$ cat config.mk
export PLATFORM = sky130hd
export DESIGN_NAME = scc_top
export DESIGN_NICKNAME = d
export VERILOG_FILES = /design/src/scc_pkg.sv /design/src/scc_top.sv
export SDC_FILE = /design/constraint.sdc
export NUM_CORES = 1
export LEC_CHECK = 0
export BUFFER_PORTS_ARGS = -buffer_cell sky130_fd_sc_hd__buf_2
export CAP_MARGIN = 20
export CORE_UTILIZATION = 62
export CTS_BUF_LIST = sky130_fd_sc_hd__clkbuf_4 sky130_fd_sc_hd__clkbuf_8
export CTS_CLUSTER_SIZE = 16
export DETAILED_ROUTE_END_ITERATION = 10
export HOLD_SLACK_MARGIN = 0.02
export PLACE_DENSITY = 0.88
export SETUP_SLACK_MARGIN = 0.1
export SLEW_MARGIN = 20
export SYNTH_ARGS = -nofsm -noshare
export SYNTH_HDL_FRONTEND = slang
export SYNTH_SLANG_ARGS = --single-unit
$ cat constraint.sdc
create_clock -name clk_i -period 4 [get_ports clk_i]
set_clock_uncertainty 0.1 [all_clocks]
set_input_delay 0.4 -clock clk_i [delete_from_list [all_inputs] [get_ports clk_i]]
set_output_delay 0.4 -clock clk_i [all_outputs]
set_load 0.01 [all_outputs]
$ cat src/scc_pkg.sv
// Summary of operation
// - serial strap high, hardware_software_select low: register ranges
// - pins in hardware modes, register in software
// - changes accepted anytime, applied after one acquisition
// - settings relatch in operation, no reset needed
// - mode limits start rate: 1M/800k/670k SPS
// - result belongs to sample of same conversion
// - convert only after acquisition and start low
// - binary search msb first, fourteen steps
// - form code, then drop busy
// - result word is fourteen bits
// - fast/low-power pins decode, equal means normal
`timescale 1ns/1ps

package scc_pkg;

  // ---------------------------------------------------------------
  // clock and timing
  // ---------------------------------------------------------------
  localparam int CLK_MHZ = 125;
  localparam int RATE_FAST_KSPS = 1000;
  localparam int RATE_NORMAL_KSPS = 800;
  localparam int RATE_LOWPWR_KSPS = 670;
  // least start spacing, rounded up to whole cycles
  localparam int PER_FAST_CYC =
    (CLK_MHZ * 1000 + RATE_FAST_KSPS - 1) / RATE_FAST_KSPS;
  localparam int PER_NORMAL_CYC =
    (CLK_MHZ * 1000 + RATE_NORMAL_KSPS - 1) / RATE_NORMAL_KSPS;
  localparam int PER_LOWPWR_CYC =
    (CLK_MHZ * 1000 + RATE_LOWPWR_KSPS - 1) / RATE_LOWPWR_KSPS;
  localparam int T_ACQ_NS = 250;
  localparam int ACQ_CYC = (T_ACQ_NS * CLK_MHZ + 999) / 1000;
  localparam int T_BIT_NS = 40;
  localparam int BIT_CYC = (T_BIT_NS * CLK_MHZ + 999) / 1000;
  localparam int T_IDLE_GAP_US = 1000;
  localparam int IDLE_GAP_CYC = T_IDLE_GAP_US * CLK_MHZ;

  // ---------------------------------------------------------------
  // widths
  // ---------------------------------------------------------------
  localparam int RES_W = 14;
  localparam int IDX_W = 4;
  localparam int PER_W = 8;
  localparam int BIT_W = 4;
  localparam int GAP_W = 24;

  // ---------------------------------------------------------------
  // register map (byte addresses)
  // ---------------------------------------------------------------
  localparam logic [3:0] REG_CFG = 4'h0;
  localparam logic [3:0] REG_STATUS = 4'h4;
  localparam logic [3:0] REG_RESULT = 4'h8;
  localparam int CFG_BIPOLAR = 0;
  localparam int CFG_TEN = 1;
  localparam int CFG_MODE_LSB = 2;
  localparam int STAT_BUSY = 0;
  localparam int STAT_VALID = 1;
  localparam int STAT_STALE = 2;
  localparam int STAT_SRC_SW = 3;
  localparam int STAT_CFG_LSB = 4;

  // ---------------------------------------------------------------
  // types
  // ---------------------------------------------------------------
  typedef enum logic [1:0] {
    SCC_MODE_NORMAL = 2'b00,
    SCC_MODE_FAST = 2'b01,
    SCC_MODE_LOWPWR = 2'b10,
    SCC_MODE_NORMAL2 = 2'b11
  } scc_mode_e;

  typedef struct packed {
    scc_mode_e mode;
    logic ten;
    logic bipolar;
  } scc_cfg_s;

  localparam scc_cfg_s CFG_RST = 4'h0;

  typedef enum logic [1:0] {
    SCC_ST_ACQ = 2'b00,
    SCC_ST_CONV = 2'b01,
    SCC_ST_DONE = 2'b10
  } scc_state_e;

endpackage : scc_pkg

// two-stage synchroniser for pins, one per bit
module scc_sync #(
  parameter int W = 1
) (
  // clock and reset
  input wire logic clk_i,
  input wire logic rst_i,
  // data
  input wire logic [W-1:0] d_i,
  output logic [W-1:0] q_o
);
  logic [W-1:0] meta_q;

  always_ff @(posedge clk_i) begin
    if (rst_i) begin
      meta_q <= '0;
      q_o <= '0;
    end else begin
      meta_q <= d_i;
      q_o <= meta_q;
    end
  end
endmodule : scc_sync

$ cat src/scc_top.sv
// Design decisions made here: the register addresses and the Wishbone slave port.
`timescale 1ns/1ps

module scc_top
  import scc_pkg::*;
#(
  parameter int IDLE_GAP = IDLE_GAP_CYC
) (
  // clock and reset
  input wire logic clk_i,
  input wire logic rst_i,
  // wishbone slave
  input wire logic wb_cyc_i,
  input wire logic wb_stb_i,
  input wire logic wb_we_i,
  input wire logic [3:0] wb_adr_i,
  input wire logic [3:0] wb_sel_i,
  input wire logic [31:0] wb_dat_i,
  output logic [31:0] wb_dat_o,
  output logic wb_ack_o,
  // straps and configuration pins
  input wire logic serial_parallel_select_i,
  input wire logic hardware_software_select_i,
  input wire logic bipolar_i,
  input wire logic ten_i,
  input wire logic fast_i,
  input wire logic low_power_i,
  // conversion control
  input wire logic convert_start_n_i,
  input wire logic comp_i,
  output logic busy_o,
  output logic track_o,
  output logic [RES_W-1:0] dac_code_o,
  output logic [RES_W-1:0] result_o,
  output scc_cfg_s cfg_o
);

  // ---------------------------------------------------------------
  // pin synchronisers
  // ---------------------------------------------------------------
  logic [6:0] pins_raw;
  logic [6:0] pins_s;
  logic sp_s;
  logic hs_s;
  logic bip_s;
  logic ten_s;
  logic fast_s;
  logic lp_s;
  logic cnv_n_s;

  // start pin inverted so the synchroniser reset level is its idle level,
  // otherwise the first edge after reset looks like a start request
  assign pins_raw = {~convert_start_n_i, low_power_i, fast_i, ten_i,
                     bipolar_i, hardware_software_select_i,
                     serial_parallel_select_i};

  scc_sync #(
    .W(7)
  ) u_sync (
    .clk_i(clk_i),
    .rst_i(rst_i),
    .d_i(pins_raw),
    .q_o(pins_s)
  );

  assign sp_s = pins_s[0];
  assign hs_s = pins_s[1];
  assign bip_s = pins_s[2];
  assign ten_s = pins_s[3];
  assign fast_s = pins_s[4];
  assign lp_s = pins_s[5];
  assign cnv_n_s = ~pins_s[6];

  // ---------------------------------------------------------------
  // configuration source select
  // ---------------------------------------------------------------
  scc_cfg_s sw_cfg_q;
  scc_cfg_s pin_cfg;
  scc_cfg_s sel_cfg;
  scc_cfg_s act_cfg_q;
  logic src_sw;

  always_comb begin
    pin_cfg.bipolar = bip_s;
    pin_cfg.ten = ten_s;
    // equal pins select normal
    if (fast_s && !lp_s) begin
      pin_cfg.mode = SCC_MODE_FAST;
    end else if (lp_s && !fast_s) begin
      pin_cfg.mode = SCC_MODE_LOWPWR;
    end else begin
      pin_cfg.mode = SCC_MODE_NORMAL;
    end
  end

  assign src_sw = sp_s && !hs_s;
  assign sel_cfg = src_sw ? sw_cfg_q : pin_cfg;

  // ---------------------------------------------------------------
  // wishbone slave
  // ---------------------------------------------------------------
  logic wb_req;
  logic wb_wr;
  logic valid_q;
  logic stale_q;
  logic [RES_W-1:0] result_q;
  scc_state_e state_q;

  assign wb_req = wb_cyc_i && wb_stb_i && !wb_ack_o;
  assign wb_wr = wb_req && wb_we_i;

  always_ff @(posedge clk_i) begin
    if (rst_i) begin
      wb_ack_o <= 1'b0;
    end else begin
      wb_ack_o <= wb_req;
    end
  end

  // software configuration, accepted at any time
  always_ff @(posedge clk_i) begin
    if (rst_i) begin
      sw_cfg_q <= CFG_RST;
    end else if (wb_wr && wb_adr_i == REG_CFG && wb_sel_i[0]) begin
      sw_cfg_q.bipolar <= wb_dat_i[CFG_BIPOLAR];
      sw_cfg_q.ten <= wb_dat_i[CFG_TEN];
      sw_cfg_q.mode <= scc_mode_e'(wb_dat_i[CFG_MODE_LSB +: 2]);
    end
  end

  always_ff @(posedge clk_i) begin
    if (rst_i) begin
      wb_dat_o <= 32'h0000_0000;
    end else if (wb_req && !wb_we_i) begin
      case (wb_adr_i)
        REG_CFG: begin
          wb_dat_o <= {28'h000_0000, sw_cfg_q};
        end
        REG_STATUS: begin
          wb_dat_o <= {24'h00_0000, act_cfg_q, src_sw, stale_q,
                       valid_q, busy_o};
        end
        REG_RESULT: begin
          wb_dat_o <= {18'h0_0000, result_q};
        end
        default: begin
          wb_dat_o <= 32'h0000_0000;
        end
      endcase
    end
  end

  // ---------------------------------------------------------------
  // start rate and acquisition timing
  // ---------------------------------------------------------------
  logic [PER_W-1:0] per_cnt_q;
  logic [PER_W-1:0] per_min;
  logic [PER_W-1:0] acq_cnt_q;
  logic acq_done;
  logic cnv_n_d1_q;
  logic start_fall;
  logic start;

  always_comb begin
    case (act_cfg_q.mode)
      SCC_MODE_FAST: begin
        per_min = PER_W'(PER_FAST_CYC);
      end
      SCC_MODE_LOWPWR: begin
        per_min = PER_W'(PER_LOWPWR_CYC);
      end
      default: begin
        per_min = PER_W'(PER_NORMAL_CYC);
      end
    endcase
  end

  // spacing counter saturates once the slowest period has passed
  always_ff @(posedge clk_i) begin
    if (rst_i) begin
      per_cnt_q <= PER_W'(PER_LOWPWR_CYC);
    end else if (start) begin
      per_cnt_q <= PER_W'(1);
    end else if (per_cnt_q < PER_W'(PER_LOWPWR_CYC)) begin
      per_cnt_q <= per_cnt_q + PER_W'(1);
    end
  end

  always_ff @(posedge clk_i) begin
    if (rst_i) begin
      acq_cnt_q <= PER_W'(ACQ_CYC);
    end else if (state_q != SCC_ST_ACQ) begin
      acq_cnt_q <= '0;
    end else if (acq_cnt_q < PER_W'(ACQ_CYC)) begin
      acq_cnt_q <= acq_cnt_q + PER_W'(1);
    end
  end

  always_ff @(posedge clk_i) begin
    if (rst_i) begin
      cnv_n_d1_q <= 1'b1;
    end else begin
      cnv_n_d1_q <= cnv_n_s;
    end
  end

  // an early falling edge is dropped, not deferred
  assign acq_done = state_q == SCC_ST_ACQ &&
                    acq_cnt_q >= PER_W'(ACQ_CYC) &&
                    per_cnt_q >= per_min;
  assign start_fall = cnv_n_d1_q && !cnv_n_s;
  assign start = start_fall && acq_done;

  // ---------------------------------------------------------------
  // configuration latch
  // ---------------------------------------------------------------
  // taken at sampling, so a change lands after one acquisition
  always_ff @(posedge clk_i) begin
    if (rst_i) begin
      act_cfg_q <= CFG_RST;
    end else if (start) begin
      act_cfg_q <= sel_cfg;
    end
  end

  // ---------------------------------------------------------------
  // successive approximation
  // ---------------------------------------------------------------
  logic [IDX_W-1:0] idx_q;
  logic [BIT_W-1:0] bit_cnt_q;
  logic [RES_W-1:0] trial_q;
  logic bit_end;

  assign bit_end = bit_cnt_q == BIT_W'(BIT_CYC - 1);

  always_ff @(posedge clk_i) begin
    if (rst_i) begin
      state_q <= SCC_ST_ACQ;
    end else begin
      case (state_q)
        SCC_ST_ACQ: begin
          if (start) begin
            state_q <= SCC_ST_CONV;
          end
        end
        SCC_ST_CONV: begin
          if (bit_end && idx_q == '0) begin
            state_q <= SCC_ST_DONE;
          end
        end
        SCC_ST_DONE: begin
          state_q <= SCC_ST_ACQ;
        end
        default: begin
          state_q <= SCC_ST_ACQ;
        end
      endcase
    end
  end

  always_ff @(posedge clk_i) begin
    if (rst_i) begin
      bit_cnt_q <= '0;
    end else if (state_q != SCC_ST_CONV || bit_end) begin
      bit_cnt_q <= '0;
    end else begin
      bit_cnt_q <= bit_cnt_q + BIT_W'(1);
    end
  end

  // msb first: half scale trial, keep or clear on comparator
  always_ff @(posedge clk_i) begin
    if (rst_i) begin
      idx_q <= '0;
      trial_q <= '0;
    end else if (start) begin
      idx_q <= IDX_W'(RES_W - 1);
      trial_q <= {1'b1, {(RES_W-1){1'b0}}};
    end else if (state_q == SCC_ST_CONV && bit_end) begin
      trial_q[idx_q] <= comp_i;
      if (idx_q != '0) begin
        trial_q[idx_q - IDX_W'(1)] <= 1'b1;
        idx_q <= idx_q - IDX_W'(1);
      end
    end
  end

  // code formed first, busy falls one cycle later
  always_ff @(posedge clk_i) begin
    if (rst_i) begin
      result_q <= '0;
      valid_q <= 1'b0;
    end else if (state_q == SCC_ST_CONV && bit_end && idx_q == '0) begin
      result_q <= {trial_q[RES_W-1:1], comp_i};
      valid_q <= 1'b1;
    end else if (start) begin
      valid_q <= 1'b0;
    end
  end

  always_ff @(posedge clk_i) begin
    if (rst_i) begin
      busy_o <= 1'b0;
    end else if (start) begin
      busy_o <= 1'b1;
    end else if (state_q == SCC_ST_DONE) begin
      busy_o <= 1'b0;
    end
  end

  // ---------------------------------------------------------------
  // idle gap watch for fast mode
  // ---------------------------------------------------------------
  logic [GAP_W-1:0] gap_cnt_q;
  logic gap_over_q;

  always_ff @(posedge clk_i) begin
    if (rst_i) begin
      gap_cnt_q <= '0;
      gap_over_q <= 1'b1;
    end else if (start) begin
      gap_cnt_q <= '0;
      gap_over_q <= 1'b0;
    end else if (gap_cnt_q >= GAP_W'(IDLE_GAP)) begin
      gap_over_q <= 1'b1;
    end else begin
      gap_cnt_q <= gap_cnt_q + GAP_W'(1);
    end
  end

  // flags a result the host should discard
  always_ff @(posedge clk_i) begin
    if (rst_i) begin
      stale_q <= 1'b0;
    end else if (start) begin
      stale_q <= gap_over_q && sel_cfg.mode == SCC_MODE_FAST;
    end
  end

  // ---------------------------------------------------------------
  // outputs
  // ---------------------------------------------------------------
  always_ff @(posedge clk_i) begin
    if (rst_i) begin
      track_o <= 1'b1;
      dac_code_o <= '0;
      result_o <= '0;
      cfg_o <= CFG_RST;
    end else begin
      track_o <= state_q == SCC_ST_ACQ && !start;
      dac_code_o <= trial_q;
      result_o <= result_q;
      cfg_o <= act_cfg_q;
    end
  end

endmodule : scc_top

==> flow_summary_export.csv, run 1 <==
group,metric,value,unit
drt,post-route-drc-count,0,
drt,vias_per_cell,5.522,
critical_path,crit_path_max_incr_delay,0.42,ns
floorplanning,core_area,9819,um^2
floorplanning,ios,120,
grt,grtUsageTotal,25.35,%
critical_path,crit_type,"flop to flop",
outcome,status,"finished, final reports clean",
clocking,clock-sinks,153,
clocking,clk_pin_slew,0.08,ns
power_and_ir_drop,ir_drop,0.0002466,V
critical_path,rr_endpoint,"act_cfg_q[2]",
clocking,clock_latency,0.45,ns
logic_synthesis,synth-edff-count,0,
sta,period_share,69.51,%
layout,diodes,0,
clocking,root_buffer,"clkbuf_8",
logic_synthesis,async_flop_share,0,%
drt,vias,4683,
logic_synthesis,synth-simple-area-share,22.61,%
critical_path,crit_chain,"inv_1, ha_1, ha_1, a41oi_1, o21ai_0, a31o_2, nand2_1, mux2_2",
grt,grt-ovfl-total,0,
layout,final_cells,848,
sta,setup_viol,0,
drt,drt-initial-drc-count,234,
critical_path,rr_worst_depth,8,
drt,wl_per_cell,15.32,um
run,drv_cap,0,
critical_path,cp-end-kind,"flop",
layout,nets,775,
critical_path,reg2reg_slack,1.22,ns
placed_design,gp_congestion,0.8797,
logic_synthesis,synthCells,644,
sta,final_hold_viol_count,0,
logic_synthesis,synth_top_family_by_area,"simple AND/OR/NAND/NOR gates",
critical_path,startpoint_type,"flop",
sta,period_minus_slack,2.780,ns
power_and_ir_drop,p_leak,2.929,nW
layout,drive_above_1_share,20.00,%
layout,multi_input_area,2923,um^2
logic_synthesis,ys_seq_area_share,48.69,%
sta,relSlewSlack,44.43,%
placed_design,port_buffers,70,
placed_design,place_hpwl,8786,um
floorplanning,start_util,64.07,%
layout,final_cell_area,7020,um^2
floorplanning,die_h,102.7,um
floorplanning,dieWidth,102.7,um
worst_hold_path,min_path_cells,2,
logic_synthesis,synth_compound_area_share,9.626,%
logic_synthesis,ys_types,62,
floorplanning,rows,36,
sta,tightest_slew,0.8314,ns
grt,grt_pass1_vias,4437,
critical_path,crit_buf_inv,1,
logic_synthesis,synth_flop_cell,"dfxtp_1",
layout,syn_to_final_growth,11.60,%
power_and_ir_drop,power.density,432.4,nW/um^2
placed_design,place_area,6596,um^2
logic_synthesis,yosys.area_share.xor_xnor,3.898,%
critical_path,required,4.25,ns
drt,wl,12990,um
critical_path,crit_arrival,3.03,ns
clocking,cts_buffers,17,
clocking,cts_htree_levels,4,
critical_path,crit_fanout,15,
grt,grt_max_degree,45,
logic_synthesis,yosys_warnings,0,
logic_synthesis,avgSynthCellArea,9.769,um^2
sta,rsz0062_at_grt,"no",
drt,detail_route.first_pass.iterations,4,
drt,final_antenna_net_count,0,
critical_path,cp_slowest_cell,"dfxtp_1",
clocking,cts_tree,"yes",
critical_path,crit_family,"compound AO/OA/AOI/OAI gates",
logic_synthesis,synth_fa_ha_area_share,3.978,%
critical_path,cp_common_cell,"ha_1",
worst_hold_path,holdPathEnd,"u_sync.meta_q[2]",
logic_synthesis,synth_mux_area_share,5.151,%
placed_design,place_inst,814,
grt,grt_pass1_wl,20430,um
layout,seq_area,3063,um^2
layout,n_fill_cell,680,
worst_hold_path,min_path_type,"primary input to flop",
sta,fin_tns_setup,0,ns
sta,max_freq,0.3597,GHz
sta,slew_violations,0,
critical_path,r2r-start,"act_cfg_q[2]",
logic_synthesis,syn_area,6291,um^2
clocking,cts.path.max_buffers,2,
floorplanning,dieArea,10550,um^2
grt,antenna_found_initial,0,
clocking,cts_resized,0,
worst_hold_path,min-delay-start,"bipolar_i",
logic_synthesis,ys_ff_latch,153,
[worst max-delay path by stage]
| stage | cells past startpoint | startpoint | end | slack, ns |
|---|---|---|---|---|
| 3_5_place_dp | 8 | act_cfg_q[2] | gap_cnt_q[8] | 1.18 |
| 3_3_place_gp | 8 | act_cfg_q[2] | gap_cnt_q[15] | 1.28 |
| 4_1_cts | 8 | act_cfg_q[2] | gap_cnt_q[8] | 1.17 |
| 2_1_floorplan | 9 | act_cfg_q[2] | act_cfg_q[3] | 1.68 |
| 5_1_grt | 8 | act_cfg_q[2] | act_cfg_q[2] | 1.12 |
| 6_report | 8 | act_cfg_q[2] | act_cfg_q[2] | 1.22 |
[layer usage]
metal	global-route usage, %	wire, um
met5	0	0
met4	11.16	276
met3	6.034	736
met2	41.44	6264
met1	32.03	5713
[kinds of logic after synthesis]
| kind of cell | Yosys count |
|---|---|
| AO/OA/AOI/OAI | 86 |
| XOR/XNOR | 28 |
| adder cells (fa/ha/maj) | 20 |
| buffers and inverters | 74 |
| flip-flops | 153 |
| multiplexers | 31 |
| other | 1 |
| AND/OR/NAND/NOR | 251 |
[final cells by class]
cell class / count / share of cell area (%)
Clock buffer: 19 / 3.636
Sequential cell: 153 / 43.63
Inverter: 23 / 1.230
Multi-Input combinational cell: 434 / 41.63
Tap cell: 133 / 2.370
Clock inverter: 13 / 2.050
Timing Repair Buffer: 73 / 5.454
[worst register-to-register path, delay by kind of cell, from the launching register on]
kind | cells | cell delay [ns]
AOI/OAI and AO/OA | 3 | 0.62
adders and majority gates | 2 | 0.61
DFF | 1 | 0.42
and+or+nand+nor | 1 | 0.42
muxes | 1 | 0.40
buffers and inverters | 1 | 0.11
[through the flow]
| stage | total power [mW] | setup WS, ns | hold slack, ns | utilization (%) |
|---|---|---|---|---|
| 6_report | 3.036 | 1.220 | 0.06627 | 71.50 |
| 5_1_grt | 3.168 | 1.124 | 0.05668 | 71.50 |
| 4_1_cts | 3.041 | 1.169 | 0.02552 | 71.24 |
| 3_5_place_dp | 1.905 | 1.179 | 0.2694 | 67.18 |
| 3_3_place_gp | 1.887 | 1.280 | 0.2700 | 67.10 |
| 2_1_floorplan | 1.852 | 1.683 | 0.2582 | - |
[synthesized netlist by cell type, types with 3 or more instances]
library cell / count / area (um^2)
dfxtp_1: 153 / 3063
nor2_1: 65 / 244.0
nor2b_1: 45 / 281.5
nand2_1: 36 / 135.1
inv_1: 23 / 86.33
mux2i_1: 23 / 230.2
a21oi_1: 22 / 110.1
buf_4: 20 / 150.1
clkbuf_1: 20 / 75.07
ha_1: 20 / 250.2
xnor2_1: 20 / 175.2
nor3_1: 18 / 90.09
nand3_1: 15 / 75.07
o21ai_0: 14 / 70.07
nand4_1: 13 / 81.33
o22a_1: 13 / 113.9
and3_1: 11 / 68.82
nor3_2: 10 / 100.1
a221oi_1: 8 / 70.07
xor2_1: 8 / 70.07
buf_2: 7 / 35.03
mux2_2: 7 / 78.83
a22oi_1: 6 / 45.04
and2_1: 5 / 31.28
nand2b_1: 5 / 31.28
a211oi_1: 3 / 22.52
nor4_1: 3 / 18.77
or2_2: 3 / 18.77
[cells in the final DEF, fill, tap and decap left out, types with 5 or more instances in the layout]
cell	Yosys	routed
dfxtp_1	153	153
buf_2	7	70
nor2_1	65	65
nor2b_1	45	45
nand2_1	36	36
inv_1	23	23
mux2i_1	23	23
a21oi_1	22	22
xnor2_1	20	20
ha_1	20	20
nor3_1	18	18
conb_1	1	18
clkbuf_8	0	18
nand3_1	15	15
o21ai_0	14	14
nand4_1	13	13
o22a_1	13	13
and3_1	11	11
nor3_2	10	10
a221oi_1	8	8
xor2_1	8	8
mux2_2	7	7
a22oi_1	6	6
and2_1	5	5
nand2b_1	5	5
[flip-flops by register name, indices dropped and copies added (netlist names), 2 cells and up]
register	flops
sw_cfg_q	4
result_q	14
cfg_o	4
act_cfg_q	4
dac_code_o	14
gap_cnt_q	24
state_q	2
u_sync.q_o	7
u_sync.meta_q	7
trial_q	14
result_o	14
idx_q	4
bit_cnt_q	4
acq_cnt_q	8
per_cnt_q	8
wb_dat_o	14
[what timing repair did]
action,CTS,global route
endpoints found under the hold margin,0,1
hold buffers,0,1
setup buffers,0,0
[power breakdown]
part / internal (mW) / total (mW) / switching, mW
Clock: 0.582 / 1.16 / 0.574
Sequential: 1.57 / 1.61 / 0.0464
Combinational: 0.108 / 0.268 / 0.159
Total: 2.26 / 3.04 / 0.780
No activity file was read; power rests on OpenSTA's default activity.
==> run 2, diff against run 1 <==
--- a/config.mk
+++ b/config.mk
@@ -7,12 +7,12 @@
 export LEC_CHECK = 0
 export BUFFER_PORTS_ARGS = -buffer_cell sky130_fd_sc_hd__buf_2
 export CAP_MARGIN = 20
-export CORE_UTILIZATION = 62
+export CORE_UTILIZATION = 57
 export CTS_BUF_LIST = sky130_fd_sc_hd__clkbuf_4 sky130_fd_sc_hd__clkbuf_8
 export CTS_CLUSTER_SIZE = 16
 export DETAILED_ROUTE_END_ITERATION = 10
 export HOLD_SLACK_MARGIN = 0.02
-export PLACE_DENSITY = 0.88
+export PLACE_DENSITY = 0.82
 export SETUP_SLACK_MARGIN = 0.1
 export SLEW_MARGIN = 20
 export SYNTH_ARGS = -nofsm -noshare
==> constraint.sdc (replaced) <==
create_clock -name clk_i -period 2.58 [get_ports clk_i]
set_clock_uncertainty 0.1 [all_clocks]
set_input_delay 0.258 -clock clk_i [delete_from_list [all_inputs] [get_ports clk_i]]
set_output_delay 0.258 -clock clk_i [all_outputs]
set_load 0.01 [all_outputs]
==> run 2 against run 1 <==
  * Non-clock buffer count up 18
  * Total power up 54%
  * Utilization down 3.3 points
  * Worst hold slack worse by 0.0094 ns
  * Global-route usage down 1.4 points
  * Largest cell class unchanged
  * Highest routed layer unchanged
==> flow_summary_export.csv, run 2 (synthesis results as in run 1) <==
group,metric,value,unit
floorplanning,dieArea,11460,um^2
grt,grt_pass1_vias,4505,
sta,period_share,91.53,%
grt,grt-ovfl-total,0,
grt,grt_pass1_wl,21340,um
placed_design,dp_slack,0.1110,ns
critical_path,crit_type,"flop to flop",
drt,final_antenna_net_count,0,
placed_design,place_inst,826,
critical_path,cp-end-kind,"flop",
run,drv_cap,0,
clocking,cts_htree_levels,4,
grt,grt_max_degree,30,
placed_design,place_hpwl,8947,um
sta,tightest_slew,0.7406,ns
sta,hold_slack,0.05688,ns
floorplanning,dieWidth,107.1,um
grt,grtUsageTotal,23.92,%
layout,final_common_cell,"dfxtp_1",
sta,setup_ws,0.2185,ns
power_and_ir_drop,ir_drop,0.0003264,V
clocking,clock_latency,0.45,ns
worst_hold_path,min_path_type,"primary input to flop",
layout,layout_common_cells,"152 x dfxtp_1, 70 x buf_2, 65 x nor2_1",
sta,relSlewSlack,50.50,%
layout,final_cell_area,7167,um^2
sta,period_minus_slack,2.361,ns
power_and_ir_drop,p_leak,3.004,nW
sta,rsz0062_at_grt,"no",
drt,post-route-drc-count,0,
placed_design,gp_congestion,0.8569,
layout,fin_util,68.20,%
worst_hold_path,min_path_cells,3,
drt,wl_per_cell,14.93,um
layout,top_register,"gap_cnt_q",
clocking,clk_pin_slew,0.08,ns
sta,fin_tns_setup,0,ns
drt,vias,4734,
clocking,post_cts_buffers,0,
layout,nets,793,
layout,diodes,0,
sta,setup_viol,0,
critical_path,r2r-start,"act_cfg_q[2]",
power_and_ir_drop,power.density,652.6,nW/um^2
critical_path,startpoint,"act_cfg_q[2]",
floorplanning,core_area,10510,um^2
drt,detail_route.first_pass.iterations,5,
clocking,clock-sinks,153,
layout,final_cells,869,
placed_design,place_area,6660,um^2
critical_path,crit_fanout,19,
drt,wl_met3,609,um
critical_path,required,2.85,ns
layout,largest_register_ffs,24,
grt,antenna_found_initial,0,
critical_path,startpoint_type,"flop",
power_and_ir_drop,swShare,25.27,%
critical_path,rr_worst_depth,9,
worst_hold_path,min-delay-start,"wb_stb_i",
outcome,status,"finished, final reports clean",
drt,wl_met1,6009,um
placed_design,port_buffers,70,
sta,max_freq,0.4235,GHz
power_and_ir_drop,total_power,4.677,mW
floorplanning,rows,37,
drt,wl,12980,um
clocking,root_buffer,"clkbuf_8",
floorplanning,die_h,107.1,um
drt,wl_met2,6150,um
power_and_ir_drop,internal-power,3.495,mW
power_and_ir_drop,power_frac_seq,53.4,%
sta,final_hold_viol_count,0,
floorplanning,start_util,59.86,%
clocking,cts.path.max_buffers,2,
drt,drt-initial-drc-count,250,
power_and_ir_drop,p_comb_share,9.2,%
layout,syn_to_final_growth,13.92,%
drt,dr.max_layer_used,"met4",
clocking,cts_tree,"yes",
power_and_ir_drop,p_switching,1.182,mW
sta,slew_violations,0,
clocking,cts_buffers,17,
floorplanning,ios,120,
drt,vias_per_cell,5.448,
power_and_ir_drop,clockPowerShare,37.4,%
critical_path,crit_arrival,2.63,ns
layout,drive_above_1_share,20.87,%
run 2: final cells by class:
class / count / area [um^2]
clock buffer: 20 / 256.5
clock inverter: 12 / 127.6
fill: 772 / 3342
inverter: 23 / 86.33
multi-input combinational: 434 / 2923
sequential: 153 / 3064
tap: 136 / 170.2
timing repair buffer: 91 / 539.3
run 2: layer usage:
layer	up-vias	track usage, %
met1	2261	30.48
met2	127	38.85
met4	0	7.828
li1	2323	-
met3	23	6.930
met5	-	0
run 2: repair_timing:
item                                    CTS  global route
gates resized for setup                   1             2
endpoints found under the hold margin    11             0
hold buffers                             11             0
endpoints found under the setup margin    4            24
run 2: path summary, 6_finish.rpt:
| kind | to | slack (ns) |
|---|---|---|
| setup / recovery | gap_cnt_q[11] | 0.22 |
| hold / removal | wb_ack_o | 0.06 |
| setup reg to reg | gap_cnt_q[11] | 0.22 |
| hold reg to reg | cnv_n_d1_q | 0.29 |
run 2: worst max-delay path: stages, from the launching register on:
cell and delay (ns):
dfxtp_2 0.38, inv_1 0.08, ha_1 0.30, ha_1 0.30, a41oi_1 0.19, o21ai_0 0.10
a31o_2 0.28, a21o_4 0.25, buf_6 0.17, nor2_1 0.14
run 2: power by group through the flow:
stage | sequential (mW) | combinational (mW) | clock (mW)
after floorplan | 2.53 | 0.336 | 0
after global placement | 2.55 | 0.391 | 0
after detailed placement | 2.55 | 0.407 | 0
after CTS | 2.50 | 0.424 | 1.78
after global routing | 2.51 | 0.478 | 1.90
final | 2.50 | 0.430 | 1.75
==> run 3, diff against run 2 <==
--- a/config.mk
+++ b/config.mk
@@ -7,12 +7,13 @@
 export LEC_CHECK = 0
 export BUFFER_PORTS_ARGS = -buffer_cell sky130_fd_sc_hd__buf_2
 export CAP_MARGIN = 20
-export CORE_UTILIZATION = 57
+export CORE_MARGIN = 2
+export CORE_UTILIZATION = 50
 export CTS_BUF_LIST = sky130_fd_sc_hd__clkbuf_4 sky130_fd_sc_hd__clkbuf_8
 export CTS_CLUSTER_SIZE = 16
 export DETAILED_ROUTE_END_ITERATION = 10
 export HOLD_SLACK_MARGIN = 0.02
-export PLACE_DENSITY = 0.82
+export PLACE_DENSITY = 0.73
 export SETUP_SLACK_MARGIN = 0.1
 export SLEW_MARGIN = 20
 export SYNTH_ARGS = -nofsm -noshare
==> run 3 against run 2 <==
  * Global-route usage down 3.8 points
  * Fmax up 0.63%
  * Largest cell class unchanged
  * Critical endpoint is now state_q[0]
  * Register-to-register slack about the same
  * Largest power group unchanged
  * Sequential share of layout area down 0.71 points
  * Critical path type unchanged
  * Setup slack better by 0.015 ns
  * Routed wire length up 1.4%
  * Worst hold slack better by 0.021 ns
  * Design area up 1.8%
  * Clock power up 8%
  * Sequential power about the same
==> flow_summary_export.csv, run 3 (synthesis results as in run 1) <==
group,metric,value,unit
outcome,status,"finished, final reports clean",
critical_path,crit_family,"compound AO/OA/AOI/OAI gates",
clocking,clock-sinks,153,
placed_design,gp_congestion,0.8358,
drt,detail_route.first_pass.iterations,5,
floorplanning,dieWidth,116.2,um
floorplanning,die_h,116.2,um
clocking,clock_latency,0.44,ns
critical_path,reg2reg_slack,0.23,ns
critical_path,cp_common_cell,"ha_1",
layout,nets,795,
floorplanning,start_util,51.73,%
floorplanning,dieArea,13500,um^2
critical_path,crit_fanout,7,
critical_path,required,2.82,ns
layout,seq_area,3067,um^2
drt,wl_per_cell,14.58,um
sta,setup_viol,0,
layout,largest_register_ffs,24,
drt,vias,4656,
clocking,cts_buffers,17,
run,drv_cap,0,
sta,relSlewSlack,48.32,%
placed_design,place_hpwl,9076,um
sta,period_minus_slack,2.347,ns
drt,final_antenna_net_count,0,
grt,grt_pass1_wl,21250,um
power_and_ir_drop,p_leak,3.042,nW
critical_path,crit_arrival,2.58,ns
drt,post-route-drc-count,0,
sta,max_freq,0.4262,GHz
critical_path,crit_path_max_incr_delay,0.47,ns
critical_path,cp_slowest_cell,"dfxtp_1",
clocking,clk_pin_slew,0.08,ns
floorplanning,rows,40,
sta,rsz0062_at_grt,"no",
sta,final_hold_viol_count,0,
placed_design,dp_slack,0.07657,ns
critical_path,crit_buf_inv,1,
sta,tightest_slew,0.7731,ns
sta,period_share,90.95,%
power_and_ir_drop,power.density,662.5,nW/um^2
grt,grtUsageTotal,20.11,%
critical_path,crit_chain,"ha_1, ha_1, a41oi_2, o21ai_1, a31o_2, and2_4, buf_12, o211a_1",
critical_path,crit_type,"flop to flop",
critical_path,cp-end-kind,"flop",
clocking,cts.path.max_buffers,2,
grt,grt_pass1_vias,4419,
floorplanning,core_area,12160,um^2
sta,slew_violations,0,
power_and_ir_drop,ir_drop,0.0004123,V
clocking,cts_htree_levels,4,
clocking,cts_tree,"yes",
sta,setup_ws,0.2334,ns
grt,antenna_found_initial,0,
drt,wl,13160,um
drt,drt-initial-drc-count,259,
floorplanning,ios,120,
layout,layout_common_cells,"152 x dfxtp_1, 70 x buf_2, 65 x nor2_1",
layout,drive_above_1_share,21.22,%
worst_hold_path,min_path_type,"primary input to flop",
power_and_ir_drop,total_power,4.833,mW
layout,diodes,0,
layout,top_register,"gap_cnt_q",
grt,grt_max_degree,36,
placed_design,port_buffers,70,
critical_path,startpoint_type,"flop",
grt,grt-ovfl-total,0,
clocking,root_buffer,"clkbuf_8",
sta,fin_tns_setup,0,ns
layout,final_common_cell,"dfxtp_1",
drt,vias_per_cell,5.156,
layout,syn_to_final_growth,15.95,%
layout,multi_input_area,2930,um^2
layout,n_fill_cell,1018,
run 3: cell count changes in the layout (fill, tap and decap cells not counted), sizes merged:
cell / previous run / this run
clkinv: 6 / 3
buf: 80 / 82
clkbuf: 20 / 22
bufinv: 2 / 3
clkinvlp: 4 / 3
inv: 23 / 24
run 3: power breakdown:
group          internal (mW)  switching (mW)  total (mW)  leakage [nW]
Sequential              2.43          0.0691        2.50          1.24
Combinational          0.192           0.252       0.444          1.59
Clock                   1.03           0.864        1.89         0.207
run 3: stage by stage:
step | hold WS [ns] | util [%] | cells | area (um^2)
after floorplan | 0.2304 | - | 661 | 6355
after global placement | 0.2704 | 55.20 | 858 | 6713
after detailed placement | 0.2743 | 55.20 | 858 | 6713
after CTS | 0.05514 | 59.58 | 901 | 7246
after global routing | 0.1034 | 59.98 | 903 | 7295
final | 0.07773 | 59.98 | 903 | 7295
run 3: layout make-up:
cell class,count,area share [%]
Timing Repair Buffer,93,7.942
Multi-Input combinational cell,434,40.17
Clock inverter,10,1.973
Clock buffer,22,3.808
Tap cell,168,2.882
Inverter,23,1.184
Sequential cell,153,42.04
run 3: worst min-delay path, stage by stage:
cell and delay, ns:
buf_2 0.10, nand3b_1 0.16, nor2_1 0.05
run 3: final timing paths:
kind / start / end / depth (start not counted)
setup / recovery: act_cfg_q[3] / state_q[0] / 8
hold / removal: wb_stb_i / wb_ack_o / 3
setup reg to reg: act_cfg_q[3] / state_q[0] / 8
hold reg to reg: u_sync.q_o[6] / cnv_n_d1_q / 1
run 3: metal layers:
metal,track usage (%),vias to the layer above,wire (um)
met5,0,-,0
met4,7.460,0,245
met3,4.722,18,517
met2,32.12,109,6082
met1,26.74,2199,6318
li1,-,2330,-
run 3: repair_timing:
item                                    4_1_cts  5_1_grt
resized for setup                             1        5
buffers inserted                              0        2
endpoints found under the setup margin       11       46
hold buffers                                 11        0
pin swaps                                     0        0
endpoints found under the hold margin        11        0
